File: src/rtl/spi_usart_pkg.sv
// constants and types shared by the master-spi serial port files
// assumes an 8-bit register port and one 50 MHz clock
package spi_usart_pkg;

  // ****************************************
  // register offsets
  // ****************************************
  localparam logic [7:0] STATUS_ADDR = 8'hc0;
  localparam logic [7:0] ENABLE_ADDR = 8'hc1;
  localparam logic [7:0] MODE_ADDR = 8'hc2;
  localparam logic [7:0] BAUD_LOW_ADDR = 8'hc4;
  localparam logic [7:0] BAUD_HIGH_ADDR = 8'hc5;
  localparam logic [7:0] DATA_ADDR = 8'hc6;

  // ****************************************
  // field positions
  // ****************************************
  localparam int RX_DONE_BIT = 7;
  localparam int TX_DONE_BIT = 6;
  localparam int TX_EMPTY_BIT = 5;
  localparam int RX_IRQ_EN_BIT = 7;
  localparam int TX_IRQ_EN_BIT = 6;
  localparam int EMPTY_IRQ_EN_BIT = 5;
  localparam int RX_EN_BIT = 4;
  localparam int TX_EN_BIT = 3;
  localparam int MODE_HIGH_BIT = 7;
  localparam int MODE_LOW_BIT = 6;
  localparam int ORDER_BIT = 2;
  localparam int PHASE_BIT = 1;
  localparam int POLARITY_BIT = 0;

  // ****************************************
  // reset values and masks
  // ****************************************
  localparam logic [7:0] STATUS_RESET = 8'h20;
  localparam logic [7:0] ENABLE_RESET = 8'h00;
  localparam logic [7:0] MODE_RESET = 8'h06;
  localparam logic [7:0] ENABLE_READ_MASK = 8'hf8;
  localparam logic [4:0] STATUS_LOW_ZERO = 5'h00;
  localparam logic [7:0] READ_ZERO = 8'h00;
  localparam logic [3:0] HALF_FIRST = 4'h0;
  localparam logic [3:0] HALF_LAST = 4'hf;

  // ****************************************
  // types
  // ****************************************
  typedef enum logic [1:0]
  {
    MODE_ASYNC = 2'h0,
    MODE_SYNC = 2'h1,
    MODE_RESERVED = 2'h2,
    MODE_MASTER_SPI = 2'h3
  } mode_type;

  typedef enum logic [1:0]
  {
    IDLE_STATE = 2'h1,
    SHIFT_STATE = 2'h2
  } shift_state_type;

endpackage

File: src/rtl/baud_tick_gen.sv
// half-period tick generator for the serial clock
// assumes the divisor is stable while a frame runs
module baud_tick_gen #(
  parameter int WIDTH = 12
) (
  input wire logic clock,
  input wire logic rst,
  input wire logic run,
  input wire logic [WIDTH-1:0] divisor,
  output logic tick
);
  import spi_usart_pkg::*;

  typedef struct packed {
    logic [WIDTH-1:0] count;
    logic tick;
  } div_type;

  div_type r_reg;
  div_type r_next;
  logic wrap;

  assign wrap = (r_reg.count == divisor);
  assign tick = r_reg.tick;

  always_comb
  begin
    r_next = r_reg;
    // one tick every divisor+1 cycles, so a full sck period is 2*(divisor+1)
    r_next.tick = run && wrap;
    if (!run || wrap)
    begin
      r_next.count = '0;
    end
    else
    begin
      r_next.count = WIDTH'(r_reg.count + 1'b1);
    end
  end

  always_ff @(posedge clock)
  begin
    if (rst)
    begin
      r_reg <= '0;
    end
    else
    begin
      r_reg <= r_next;
    end
  end

endmodule

File: src/rtl/rx_byte_fifo.sv
// small receive buffer with registered read data
// assumes pop is issued only by a bus read of the data register
module rx_byte_fifo #(
  parameter int WIDTH = 8,
  parameter int DEPTH = 2
) (
  input wire logic clock,
  input wire logic rst,
  input wire logic flush,
  input wire logic push,
  input wire logic [WIDTH-1:0] push_data,
  input wire logic pop,
  output logic [WIDTH-1:0] pop_data,
  output logic not_empty
);
  import spi_usart_pkg::*;

  localparam int PTR_W = (DEPTH > 1) ? $clog2(DEPTH) : 1;
  localparam int CNT_W = $clog2(DEPTH + 1);
  localparam logic [PTR_W-1:0] PTR_LAST = PTR_W'(DEPTH - 1);
  localparam logic [CNT_W-1:0] CNT_FULL = CNT_W'(DEPTH);

  typedef struct packed {
    logic [DEPTH-1:0][WIDTH-1:0] mem;
    logic [PTR_W-1:0] wr_ptr;
    logic [PTR_W-1:0] rd_ptr;
    logic [CNT_W-1:0] count;
    logic [WIDTH-1:0] dout;
  } fifo_type;

  fifo_type r_reg;
  fifo_type r_next;
  logic do_push;
  logic do_pop;

  assign pop_data = r_reg.dout;
  assign not_empty = (r_reg.count != '0);

  always_comb
  begin
    r_next = r_reg;
    // a full buffer drops the newest byte and keeps the older ones
    do_push = push && (r_reg.count != CNT_FULL);
    do_pop = pop && (r_reg.count != '0);
    if (do_push)
    begin
      r_next.mem[r_reg.wr_ptr] = push_data;
      r_next.wr_ptr = (r_reg.wr_ptr == PTR_LAST) ? '0 : PTR_W'(r_reg.wr_ptr + 1'b1);
    end
    if (do_pop)
    begin
      r_next.dout = r_reg.mem[r_reg.rd_ptr];
      r_next.rd_ptr = (r_reg.rd_ptr == PTR_LAST) ? '0 : PTR_W'(r_reg.rd_ptr + 1'b1);
    end
    if (do_push && !do_pop)
    begin
      r_next.count = CNT_W'(r_reg.count + 1'b1);
    end
    else if (do_pop && !do_push)
    begin
      r_next.count = CNT_W'(r_reg.count - 1'b1);
    end
    if (flush)
    begin
      r_next.count = '0;
      r_next.wr_ptr = '0;
      r_next.rd_ptr = '0;
    end
  end

  always_ff @(posedge clock)
  begin
    if (rst)
    begin
      r_reg <= '0;
    end
    else
    begin
      r_reg <= r_next;
    end
  end

endmodule

File: src/rtl/usart_master_spi.sv
// serial port running as an spi master, registers on a plain 8-bit port
// assumes receive_pin is synchronous to clock; the slave select is software's job
// Summary of operation
// rx flag reads one while buffer holds data
// receiver disable flushes buffer, clears rx flag
// tx done when frame out, buffer empty
// tx done cleared by irq service or write-one
// empty flag set when buffer free, reset 0x20
// software writes zeros to reserved bits
// rx irq needs enable, global flag, rx flag
// tx irq needs enable, global flag, tx flag
// empty irq needs enable, global flag, empty flag
// receiver enable takes over receive pin
// transmitter enable takes over transmit pin
// tx disable waits for shifter and buffer empty
// two-bit mode field, 11 is master spi
// bit order one means lsb first
// phase picks leading or trailing sample edge
// polarity sets sck idle level
// format bits accepted with mode write
// double buffered tx, extra rx level
// master only, no slave select pin
// no collision flag, no double speed
// error flags always read zero
// data write starts each transfer
// rx overflow drops newest byte
// sck period is 2*(divider+1) cycles
//
// Strobed register access was left to the implementer.
module usart_master_spi #(
  parameter int BAUD_WIDTH = 12,
  parameter int RX_DEPTH = 2
) (
  input wire logic clock,
  input wire logic rst,
  input wire logic [7:0] reg_addr,
  input wire logic [7:0] reg_wdata,
  input wire logic reg_write,
  input wire logic reg_read,
  output logic [7:0] reg_rdata,
  input wire logic global_irq_enable,
  input wire logic tx_done_irq_ack,
  output logic rx_done_irq,
  output logic tx_done_irq,
  output logic tx_empty_irq,
  output logic transmit_pin,
  output logic transmit_pin_oe_n,
  input wire logic receive_pin,
  output logic receive_pin_override,
  output logic transfer_clock_pin,
  output logic transfer_clock_pin_oe_n,
  output spi_usart_pkg::mode_type mode_field
);
  import spi_usart_pkg::*;

  // ****************************************
  // state
  // ****************************************
  typedef struct packed {
    shift_state_type state;
    logic [7:0] enable_ctl;
    logic [7:0] mode_fmt;
    logic [BAUD_WIDTH-1:0] baud;
    logic tx_done;
    logic tx_buf_full;
    logic [7:0] tx_buf;
    logic [7:0] tx_shift;
    logic [7:0] rx_shift;
    logic [3:0] half;
    logic sck;
    logic mosi;
    logic [7:0] rdata;
    logic data_sel;
  } port_type;

  port_type r_reg;
  port_type r_next;

  logic tick;
  logic spi_mode;
  logic lsb_first;
  logic cpha;
  logic cpol;
  logic tx_active;
  logic rx_flag;
  logic fifo_push;
  logic fifo_pop;
  logic [7:0] fifo_pop_data;
  logic [7:0] next_tx;

  // ****************************************
  // helpers
  // ****************************************
  baud_tick_gen #(
    .WIDTH(BAUD_WIDTH)
  ) divider (
    .clock(clock),
    .rst(rst),
    .run(r_reg.state == SHIFT_STATE),
    .divisor(r_reg.baud),
    .tick(tick)
  );

  rx_byte_fifo #(
    .WIDTH(8),
    .DEPTH(RX_DEPTH)
  ) rx_buffer (
    .clock(clock),
    .rst(rst),
    .flush(!r_reg.enable_ctl[RX_EN_BIT]),
    .push(fifo_push),
    .push_data(r_next.rx_shift),
    .pop(fifo_pop),
    .pop_data(fifo_pop_data),
    .not_empty(rx_flag)
  );

  assign mode_field = mode_type'(r_reg.mode_fmt[MODE_HIGH_BIT:MODE_LOW_BIT]);
  assign spi_mode = (mode_field == MODE_MASTER_SPI);
  assign lsb_first = r_reg.mode_fmt[ORDER_BIT];
  assign cpha = r_reg.mode_fmt[PHASE_BIT];
  assign cpol = r_reg.mode_fmt[POLARITY_BIT];

  // ****************************************
  // pins and interrupt requests
  // ****************************************
  // pin stays claimed until the last queued byte has left
  assign tx_active = r_reg.enable_ctl[TX_EN_BIT] || r_reg.tx_buf_full
    || (r_reg.state == SHIFT_STATE);
  assign transmit_pin = r_reg.mosi;
  assign transmit_pin_oe_n = !tx_active;
  assign receive_pin_override = r_reg.enable_ctl[RX_EN_BIT];
  assign transfer_clock_pin = r_reg.sck ^ cpol;
  assign transfer_clock_pin_oe_n = !(tx_active && spi_mode);

  assign rx_done_irq = r_reg.enable_ctl[RX_IRQ_EN_BIT] && global_irq_enable
    && rx_flag;
  assign tx_done_irq = r_reg.enable_ctl[TX_IRQ_EN_BIT] && global_irq_enable
    && r_reg.tx_done;
  assign tx_empty_irq = r_reg.enable_ctl[EMPTY_IRQ_EN_BIT] && global_irq_enable
    && !r_reg.tx_buf_full;

  // data register answers straight from the buffer's own read register
  assign reg_rdata = r_reg.data_sel ? fifo_pop_data : r_reg.rdata;

  // ****************************************
  // next state
  // ****************************************
  always_comb
  begin
    r_next = r_reg;
    r_next.data_sel = 1'b0;
    fifo_push = 1'b0;
    fifo_pop = 1'b0;
    next_tx = lsb_first ? {1'b0, r_reg.tx_shift[7:1]} : {r_reg.tx_shift[6:0], 1'b0};

    // register writes; clears come first so a same-cycle set wins
    if (reg_write)
    begin
      case (reg_addr)
        STATUS_ADDR:
        begin
          if (reg_wdata[TX_DONE_BIT])
          begin
            r_next.tx_done = 1'b0;
          end
        end
        ENABLE_ADDR:
        begin
          r_next.enable_ctl = reg_wdata;
        end
        MODE_ADDR:
        begin
          // order, phase and polarity land with the mode bits in one write
          r_next.mode_fmt = reg_wdata;
        end
        BAUD_LOW_ADDR:
        begin
          r_next.baud[7:0] = reg_wdata;
        end
        BAUD_HIGH_ADDR:
        begin
          r_next.baud[BAUD_WIDTH-1:8] = reg_wdata[BAUD_WIDTH-9:0];
        end
        DATA_ADDR:
        begin
          // a write into a full buffer is dropped silently, no collision flag
          if (r_reg.enable_ctl[TX_EN_BIT] && spi_mode && !r_reg.tx_buf_full)
          begin
            r_next.tx_buf = reg_wdata;
            r_next.tx_buf_full = 1'b1;
          end
        end
        default:
        begin
        end
      endcase
    end
    if (tx_done_irq_ack)
    begin
      r_next.tx_done = 1'b0;
    end

    // register reads; unmapped offsets answer zero
    if (reg_read)
    begin
      case (reg_addr)
        STATUS_ADDR:
        begin
          r_next.rdata = {rx_flag, r_reg.tx_done, !r_reg.tx_buf_full,
            STATUS_LOW_ZERO};
        end
        ENABLE_ADDR:
        begin
          r_next.rdata = r_reg.enable_ctl & ENABLE_READ_MASK;
        end
        MODE_ADDR:
        begin
          r_next.rdata = r_reg.mode_fmt;
        end
        BAUD_LOW_ADDR:
        begin
          r_next.rdata = r_reg.baud[7:0];
        end
        BAUD_HIGH_ADDR:
        begin
          r_next.rdata = 8'(r_reg.baud[BAUD_WIDTH-1:8]);
        end
        DATA_ADDR:
        begin
          r_next.data_sel = 1'b1;
          fifo_pop = 1'b1;
        end
        default:
        begin
          r_next.rdata = READ_ZERO;
        end
      endcase
    end

    // shift engine
    case (r_reg.state)
      IDLE_STATE:
      begin
        r_next.sck = 1'b0;
        if (r_reg.tx_buf_full && spi_mode)
        begin
          r_next.tx_shift = r_reg.tx_buf;
          r_next.tx_buf_full = 1'b0;
          r_next.mosi = lsb_first ? r_reg.tx_buf[0] : r_reg.tx_buf[7];
          r_next.half = HALF_FIRST;
          r_next.state = SHIFT_STATE;
        end
      end
      SHIFT_STATE:
      begin
        if (tick)
        begin
          r_next.sck = !r_reg.sck;
          r_next.half = 4'(r_reg.half + 1'b1);
          // even half index is a leading edge; phase decides which edge samples
          if (r_reg.half[0] == cpha)
          begin
            r_next.rx_shift = lsb_first ? {receive_pin, r_reg.rx_shift[7:1]}
              : {r_reg.rx_shift[6:0], receive_pin};
          end
          else if (r_reg.half != HALF_FIRST)
          begin
            r_next.tx_shift = next_tx;
            r_next.mosi = lsb_first ? next_tx[0] : next_tx[7];
          end
          if (r_reg.half == HALF_LAST)
          begin
            fifo_push = r_reg.enable_ctl[RX_EN_BIT];
            if (r_reg.tx_buf_full)
            begin
              // back-to-back frame straight from the buffer
              r_next.tx_shift = r_reg.tx_buf;
              r_next.tx_buf_full = 1'b0;
              r_next.mosi = lsb_first ? r_reg.tx_buf[0] : r_reg.tx_buf[7];
              r_next.half = HALF_FIRST;
            end
            else
            begin
              r_next.tx_done = 1'b1;
              r_next.state = IDLE_STATE;
            end
          end
        end
      end
      default:
      begin
        r_next.state = IDLE_STATE;
      end
    endcase
  end

  always_ff @(posedge clock)
  begin
    if (rst)
    begin
      r_reg <= '0;
      r_reg.state <= IDLE_STATE;
      r_reg.enable_ctl <= ENABLE_RESET;
      r_reg.mode_fmt <= MODE_RESET;
    end
    else
    begin
      r_reg <= r_next;
    end
  end

endmodule

File: config.mk
export PLATFORM = sky130hd
export DESIGN_NAME = usart_master_spi
export DESIGN_NICKNAME = d
export VERILOG_FILES = /design/src/rtl/spi_usart_pkg.sv /design/src/rtl/baud_tick_gen.sv /design/src/rtl/rx_byte_fifo.sv /design/src/rtl/usart_master_spi.sv
export SDC_FILE = /design/constraint.sdc
export NUM_CORES = 1
export LEC_CHECK = 0
export ABC_AREA = 1
export BUFFER_PORTS_ARGS = -buffer_cell sky130_fd_sc_hd__buf_2
export CORE_ASPECT_RATIO = 0.5
export CORE_MARGIN = 8
export CORE_UTILIZATION = 30
export DETAILED_ROUTE_END_ITERATION = 10
export SLEW_MARGIN = 10
export SYNTH_ARGS = -nofsm -noshare
export SYNTH_HDL_FRONTEND = slang
export SYNTH_SLANG_ARGS = --single-unit
File: constraint.sdc
create_clock -name clock -period 4 [get_ports clock]
set_input_delay 0.8 -clock clock [delete_from_list [all_inputs] [get_ports clock]]
set_output_delay 0.8 -clock clock [all_outputs]
set_load 0.02 [all_outputs]
---- Word-level counts from Yosys, hierarchy flattened ----
Cells that the tools add are included.
cells by class
  add/sub/neg operators ................... 6
  $mul .................................... 0
  divide/modulo/power cells ............... 0
  $lt $le $gt $ge ......................... 3
  eq/ne operators ......................... 17
  shift operators ......................... 0
  mux-type cells .......................... 56
  bitwise logic cells ..................... 4
  reductions and logical operators ........ 42
operators with widths
  operator                                        count
  two-way mux 8 bit                               13
  equality test 8 bit (second input constant)     6
  case mux 8 bit (6 select lines)                 1
  two-way mux 22 bit                              1
  two-way mux 1 bit                               21
  two-way mux 9 bit                               2
  bitwise mux 16 bit                              1
  logical AND 1 bit                               16
  two-way mux 2 bit                               8
  case mux 8 bit (2 select lines)                 1
  adder 12 x 1 -> 12 bit (second input constant)  1
  equality test 12 bit                            1
  two-way mux 4 bit                               3
  case mux 6 bit (2 select lines)                 1
  AND reduction 2 bit                             6
  two-way mux 10 bit                              1
  != test 2 bit (second input constant)           5
  demux 8 bit (select 1 bit)                      1
  zero test 1 bit                                 7
  AND reduction 3 bit                             2
  nonzero test 2 bit                              3
  OR reduction 2 bit                              3
  adder 4 x 1 -> 4 bit (second input constant)    1
  equality test 2 bit (second input constant)     2
  15 further kinds                                21
storage, ports and cells
  register bits ........................... 112
  latch bits .............................. 0
  memory bits (writable) .................. 0
  memory bits (read-only) ................. 0
  logic and storage cells ................. 151
  memories ................................ 0

---- Depth between registers and ports, before layout ----
Gate-level depths: netlist of the first run.
  word-level depth ........................ 11
  gate-level depth with buffers ........... 12
  depth with buffers taken out ............ 12

---- Cells and area by module ----
Synthesis of the first run repeated with hierarchy kept, for this count alone.
unflattened totals
  cell total of the unflattened synthesis .. 846
  area total of the unflattened synthesis .. 5759.3 um^2
by module, submodules not included
  module            instances  cells an instance  area an instance (um^2)  seq. area each (um^2)
  usart_master_spi  1          532                3676.0                   1361.3
  rx_byte_fifo      1          194                1321.3                   560.5
  baud_tick_gen     1          120                762.0                    260.2

---- Worst setup path before layout of the first run ----
OpenSTA, ideal clock, no wires.
  path type ............................... reg-to-output
  start ................................... register r_reg[69] in the netlist's numbering
  end ..................................... output transfer_clock_pin_oe_n
  arrival ................................. 1.415 ns
  path slack .............................. 1.785 ns
  stages on the path, launching flop included .. 5
  path through ............................ dfxtp_1 -> inv_1 -> ha_1 -> nor3_1 -> or2_2
between the ends
  word-level cells in the longest chain between the ends .. 4
RTL lines
  item                    RTL line                 text
  from (decl)             usart_master_spi.sv:76   port_type r_reg;
  from (signal assigned)  usart_master_spi.sv:309  r_reg <= r_next;
  equality test 2 bit     usart_master_spi.sv:129  || (r_reg.state == SHIFT_STATE);
  logical OR 1 bit        usart_master_spi.sv:129
  logical AND 1 bit       usart_master_spi.sv:134  assign transfer_clock_pin_oe_n = !(tx_active && spi_mode);
  zero test 1 bit         usart_master_spi.sv:134
  to (decl)               usart_master_spi.sv:51   output logic transfer_clock_pin_oe_n,
No other way between the ends.

---- Final worst setup path of the first run ----
  start ................................... register r_reg[39] in the netlist's numbering
  end ..................................... output transfer_clock_pin_oe_n
between the ends
  word-level cells in the longest chain between the ends .. 4
RTL lines
  item               RTL line                 text
  logical OR 1 bit   usart_master_spi.sv:128  assign tx_active = r_reg.enable_ctl[TX_EN_BIT] || r_reg.tx_buf_full
  logical OR 1 bit   usart_master_spi.sv:129
  logical AND 1 bit  usart_master_spi.sv:134
  zero test 1 bit    usart_master_spi.sv:134
No other way between the ends.

==> out/results.txt, run 1 <==
The number of top-level pins is 41. After detailed routing, no signal wire sits above met4. The sink of the worst hold path was rx_buffer.r_reg[13]. The routed wirelength normalized by instance count is 13.46 microns. The clock drives 109 sinks. Placed wire-length estimate after detailed placement: 10160 microns.

TritonCTS built the clock tree. The count of buffering cells on the critical path with inverters included was 1. In this run the register-to-register setup slack is 1720 ps.

For the pin with the worst max-slew slack, the measured transition is 771.2 ps. For this block, the routed nets add up to 13830 microns of wire. The family of cells with the greatest summed delay on the critical path is flip-flops.

In this run the remaining antenna-violating nets after routing total 0. In this design, the stage delay of the slowest critical-path cell is 740 ps. The number of buffers added by the clock tree synthesis step was 9; the top-area cell type share of the netlist area was 0.4086. For the via count of the first global-routing pass, the log shows 4430.

Kind of critical path: flip-flop to primary output. Along the worst hold path, the cell count comes to 2. Worst min-delay path class: flip-flop to flip-flop.

In the routed layout, each cell is associated on average with a via count of 4.623. The routed design uses 514 microns of met3 wire. For the total design power, the log shows 2.348 mW. The repair_antennas step left the layout with diodes totalling 0.

Full die area: 22580 sq um. The number of flip-flops under the largest register name is 61. Entering global routing, the biggest net connects 38 pins. For this design, the CTS-stage hold fixing added 0 buffers. The share of post-route cells with drive strength above 1 was 0.1185; the instance count of the mapped netlist was 761. The first TritonRoute pass finished after 5 iterations. Gates resized during post-CTS repair numbered 0. The run finished with clean final reports. Leaving out filler cells and counting taps, the final layout contains 1027. Counting the fill cells in the layout gives 1837. The routed length on met1 was 6686 microns.

In this run the power density over the cells is 390.3 nW/um^2. In this run the most critical hold path is launched from rx_buffer.r_reg[13]. The max-slew headroom at the worst pin was 0.4853.

The tools report the global-route usage over all layers as 0.1222. Along the worst path, the maximum fanout reaches 15. The post-route fraction of the period consumed by the critical path works out to 0.6357. Setup repair after global routing left no endpoint under its margin. The logs give 0 for the final count of negative-setup-slack endpoints and 0 for the number of max-cap violations. The H-tree was split into 3 levels. The per-instance average area after synthesis works out to 7.017 sq um. The run gives 34 as the number of placement rows. Summing every instance area after synthesis gives 5340 sq um. The run gives 446.6 ps as the worst slack on hold paths.

After detailed routing, the number of remaining DRC violations is 0. The number of different library cells used by synthesis comes to 38. For the worst setup path, the data arrival time is 1740 ps. The cell sitting at the root of the clock tree is a clkbuf_16. Yosys printed 0 warnings. Prior to clock tree synthesis, the placed netlist has a worst setup slack of 1526 ps. The clock period could shrink to 2543 ps. In this run the deepest clock path goes through 2 buffers.

After routing, the total negative slack on setup checks comes to 0 ps. The worst setup path is launched from a flip-flop. The core area was 17400 sq um. The first global-routing pass estimated 22620 microns of wire. The floorplan step set the die width to 204.7 microns. After global routing the overflow that remains totals 0.

Capturing point of the worst reg2reg path: rx_buffer.r_reg[22]. In the post-synthesis netlist, the biggest area contributors are dfxtp_1 41%, nand2_1 11%, o21ai_0 7.7%. For the number of hold-slack violations in the final timing report, the log shows 0. The run gives 9.140 ps as the clock skew after layout. The area growth from synthesis to layout is 12.68%.

The number of placed instances, taps included, is 1011. The category of the worst setup path capture point is a primary output. After clock tree synthesis, the clock-pin slew on the worst setup and hold paths is 80 ps. The amount of wire on met2 after detailed routing is 6491 microns. In this run the vertical extent of the chip is 110.3 microns.

VDD sags by at most 0.0002200 V. The tools report the starting density of the core as 0.3069. Fmax: 393.3 MHz. For the worst setup path, the data required time is 3200 ps.

dfxtp_1 takes more of the synthesized area than any other cell. After the first detailed-routing iteration, the DRC count stood at 290. The congestion estimate from routability-driven global placement came to 0.8351. The fraction of the yosys area taken by sequential cells was 0.4086; the leakage power figure was 2.617 nW. For the worst flop-to-flop path, the logic depth is 9.

The final route contains 4748 vias. When the netlist entered floorplanning its net count stood at 790. The count of pins over their slew limit was 0. The later pin in the worst-skew pair is clocked with a latency of 350 ps.

After the last flow step, the layout net total stands at 817. Traced cell by cell, the critical path runs through nor3_1 -> or2_2 -> buf_2. The slowest stage of the critical path belongs to the cell dfxtp_1.

In this run the critical register-to-register path is launched from r_reg[11]. The initial antenna violation count came out at 0. The logs give 0 for the number of post-CTS setup repair buffers and 1457 ps for the worst setup slack after layout. Critical path startpoint: r_reg[39].

The flip-flop and latch count after synthesis was 109; the count of input and output buffers was 40.
## power breakdown
| group | switching [mW] | total, mW | leakage [nW] | internal (mW) |
|---|---|---|---|---|
| logic | 0.240 | 0.345 | 1.60 | 0.106 |
| clock network | 0.444 | 0.881 | 0.139 | 0.437 |
| registers | 0.0167 | 1.12 | 0.878 | 1.10 |
| total | 0.701 | 2.35 | 2.62 | 1.65 |
## Yosys cell counts
cell type,number
nor3b_2,1
buf_1,2
nor2_1,94
or2_2,1
buf_2,8
o211ai_1,1
nand2_4,1
o21bai_1,3
a21oi_1,58
clkbuf_1,13
inv_1,86
nand3_2,2
and3_1,1
nor2_4,5
a211oi_1,2
and2_1,2
o21ai_1,1
mux2_2,8
a21boi_0,1
ha_1,6
dfxtp_1,109
o21a_1,3
nand2_2,2
o211a_1,1
nor4_2,1
nor3_1,17
nor2_2,4
o31ai_1,1
nand4_1,14
o21ai_0,82
xor2_1,17
nor3_4,1
inv_2,7
buf_4,5
o21ai_4,1
nand2_1,155
xnor2_1,6
nand3_1,39
## logic make-up after synthesis
group           after synthesis  synth area share
xor+xnor                     23           0.03772
simple gates                340            0.2798
buf+inv                     121           0.09044
flops                       109            0.4086
compound gates              154            0.1525
mux                           8           0.01687
fa+ha+maj                     6           0.01406
## placed cells by master (no fill, tap or decap), drive strengths merged, types with 8 or more instances in the layout
master  instances
clkbuf          9
a21oi          58
inv            97
nand4          14
nor2          103
nand3          41
nor3           18
mux2            8
buf            44
dfxtp         109
xor2           17
o21ai          84
nand2         158
## metal layers
metal  global-route usage  up-vias
met2               0.2039       85
met1               0.1625     2144
met4              0.03526        0
li1                     -     2509
met5                    0        -
met3              0.01984       10
## how the worst max path moves through the flow
stage,end,cells after the start
5_1_grt,transfer_clock_pin_oe_n,3
3_5_place_dp,rx_buffer.r_reg[9],12
3_3_place_gp,rx_buffer.r_reg[9],12
6_report,transfer_clock_pin_oe_n,3
2_1_floorplan,transfer_clock_pin_oe_n,4
4_1_cts,transfer_clock_pin_oe_n,3
## area by class of cell
cell class,count,area (sq um),share of cell area
multi-input combinational,531,2675,0.4446
timing repair buffer,44,230.2,0.03826
tap,234,292.8,0.04866
sequential,109,2182,0.3627
clock inverter,7,62.56,0.01040
clock buffer,9,225.2,0.03743
inverter,93,349.1,0.05802
## through the flow
step,cell area (sq um),utilization
after global placement,5729,0.3293
after floorplan,5340,-
after detailed placement,5729,0.3293
after global routing,6017,0.3458
final,6017,0.3458
after CTS,6017,0.3458
## worst min-delay path: stages, from the launching register on
cell	delay, ps
dfxtp_1	300
inv_1	50
a21oi_1	50
(Power assumes the default switching activity.)
==> inputs of run 2 (changes only) <==
clock period = 2.35 ns   (was 4 ns; I/O delays follow)
==> run 2 against run 1 <==
  * Global-route usage rose by 0.24 points
  * Die area is the same
  * Register-to-register slack worse by 1300 ps
  * Core utilization rose by 0.49 points
  * Via count grew 0.76%
  * Combinational power increased by 66%
  * Largest cell class unchanged
  * Highest routed layer unchanged
==> out/results.txt, run 2 (same netlist as run 1, synthesis figures left out) <==
The run finished with clean final reports. The post-route fraction of the period consumed by the critical path works out to 0.8910. The number of vias per cell is 4.627 (was 4.623), and the area occupied by registers is 2182 sq um (unchanged). The tools report the starting density of the core as 0.3069 (unchanged). The tools report the count of pins over their slew limit as 0 (unchanged). The number of fill cells is 1821 (was 1837), and the die extent in x is 204.7 microns (unchanged). The die outline height is 110.3 microns (unchanged). The post-placement worst setup slack is 153.2 ps (was 1526 ps), and the critical path required time is 1880 ps (was 3200 ps).

The growth of design area from synthesis to finish was 14.27% (was 12.68%); the remaining antenna violation count after routing was 0 (unchanged). The total overflow reported by the global router is 0 (unchanged), and the detailed-route DRC error count is 0 (unchanged). Category of the worst setup path capture point: a primary output (unchanged).

Via count of the first global-routing pass: 4547 (was 4430). The logs give 0.1246 (was 0.1222) for the global-route usage over all layers and 32 (was 38) for the largest net degree at the start of global routing. Setup repair after global routing left no endpoint under its margin. The maximum level of the CTS H-tree was 3 (unchanged).

Most common library cell in the layout ignoring fill and taps: nand2_1 (unchanged). The worst setup slack after layout was 256.2 ps (was 1457 ps). The startpoint type of the worst setup path was a flip-flop (unchanged). The via count is 4784 (was 4748). The kind of critical path was flip-flop to primary output (unchanged). Final count of negative-setup-slack endpoints: 0 (unchanged). Most used cells in the layout excluding fill and tap cells: 155 x nand2_1, 109 x dfxtp_1, 94 x nor2_1 (unchanged).

The clock skew after layout was 9.244 ps (was 9.140 ps). The data arrival time of the critical path is 1620 ps (was 1740 ps). The power per unit of standard cell area is 665.5 nW/um^2 (was 390.3 nW/um^2), and the full die area is 22580 sq um (unchanged).

The cell area after layout came out at 6102 sq um (was 6017 sq um). The number of nets at the end of the flow was 824 (was 817). The run gives 0 (unchanged) as the post-cts resize count. The number of buffers added to fix hold violations after cts was 0 (unchanged). The tools report the number of hold-slack violations in the final timing report as 0 (unchanged).

The utilization after layout came out at 0.3507 (was 0.3458). The leakage power figure came out at 2.663 nW (was 2.617 nW). The clock net sink count was 109 (unchanged); the number of flip-flops under the largest register name was 61 (unchanged).

For the number of detailed-route iterations in the first pass, the log shows 4 (was 5). For the count of routing violations after the opening detailed-route iteration, the log shows 250 (was 290). TritonCTS built the clock tree.

The maximum fanout encountered on the critical timing path came out at 5 (was 15). Clock tree root driver cell: clkbuf_16 (unchanged). The number of max-cap violations was 0 (unchanged).

The run gives 22860 microns (was 22620 microns) as the wire length of the first global-routing pass. The number of placement rows was 34 (unchanged); the initial antenna violation count was 0 (unchanged). The number of post-CTS setup repair buffers is 0 (unchanged).

The area taken by multi-input logic gates was 2675 sq um (unchanged). The transition time at the pin with the least slew margin is 556.3 ps (was 771.2 ps). For the placed wire-length estimate after detailed placement, the log shows 10250 microns (was 10160 microns). For the antenna cell count, the log shows 0 (unchanged). The routed wirelength normalized by instance count was 13.11 microns (was 13.46 microns); the share of post-route cells with drive strength above 1 was 0.1263 (was 0.1185). The time the worst path needs with I/O delays and setup is 2094 ps, and the fmax is 477.6 MHz.

The total design power came out at 4.061 mW (was 2.348 mW). The run gives 13560 microns (was 13830 microns) as the total wirelength of the detailed-routed design. The worst min-delay path class is input pin to flip-flop (was flip-flop to flip-flop). The buffer depth of the longest clock path is 2 (unchanged), and the clock-pin slew on the worst setup and hold paths is 70 ps (was 80 ps). The number of buffers added by the clock tree synthesis step was 9 (unchanged); the last weighted congestion value of the routability-driven placer was 0.8553 (was 0.8351).

The max-slew headroom at the worst pin came out at 0.6287 (was 0.4853). The tools report the core area as 17400 sq um (unchanged). For the largest voltage drop on the vdd net, the log shows 0.0004317 V (was 0.0002200 V).

Count of input and output buffers: 40 (unchanged). The tools report the clock network latency to the later pin of the worst-skew pair as 350 ps (about the same). The final setup TNS is 0 ps (unchanged), and the cell area after placement is 5794 sq um (was 5729 sq um). For the number of top-level pins, the log shows 41 (unchanged).
==> run 2: changes by cell type in the layout (fill, tap and decap cells not counted) <==
cell	delta
buf_12	+1
inv_6	-2
buf_4	+6
bufinv_16	+1
clkinvlp_4	+1
==> run 2: final timing paths <==
| kind | from | to | slack, ps | cells after the start |
|---|---|---|---|---|
| worst max register to register | r_reg[69] | rx_buffer.r_reg[9] | 470 | 11 |
| worst min register to register | rx_buffer.r_reg[26] | rx_buffer.r_reg[26] | 450 | 2 |
| worst max-delay path | r_reg[69] | transfer_clock_pin_oe_n | 260 | 5 |
| worst min-delay path | reg_wdata[4] | r_reg[35] | 390 | 3 |
==> run 2: cell type report <==
cell class              count  share of cell area
repair buffers             51             0.04839
clock inverters             7             0.01353
inverters                  93             0.05721
clock buffers               9             0.03691
well taps                 234             0.04798
multi-input cells         531              0.4384
flip-flops and latches    109              0.3576
==> run 2: through the flow <==
| stage | hold slack [ps] | instances |
|---|---|---|
| floorplan | 420.9 | 761 |
| finish | 387.3 | 1034 |
| CTS | 377.3 | 1034 |
| global route | 388.4 | 1034 |
| global placement | 436.5 | 1018 |
| detailed placement | 437.4 | 1018 |
==> run 2: report_power, final <==
group	switching, mW	internal, mW	total, mW
combinational	0.391	0.181	0.572
sequential	0.0267	1.88	1.91
clock	0.738	0.843	1.58
==> run 2: per-layer routing <==
layer	wire, microns	up-vias	GRT usage
met2	6297	62	0.2098
met4	319	0	0.04957
li1	-	2520	-
met1	6544	2180	0.1585
met3	397	22	0.02217
met5	0	-	0
==> run 2: worst max-delay path: stages (launching register included) <==
cell and delay, ps:
dfxtp_1 340, inv_1 50, ha_1 240, nor3_1 330
or2_2 170, buf_2 150
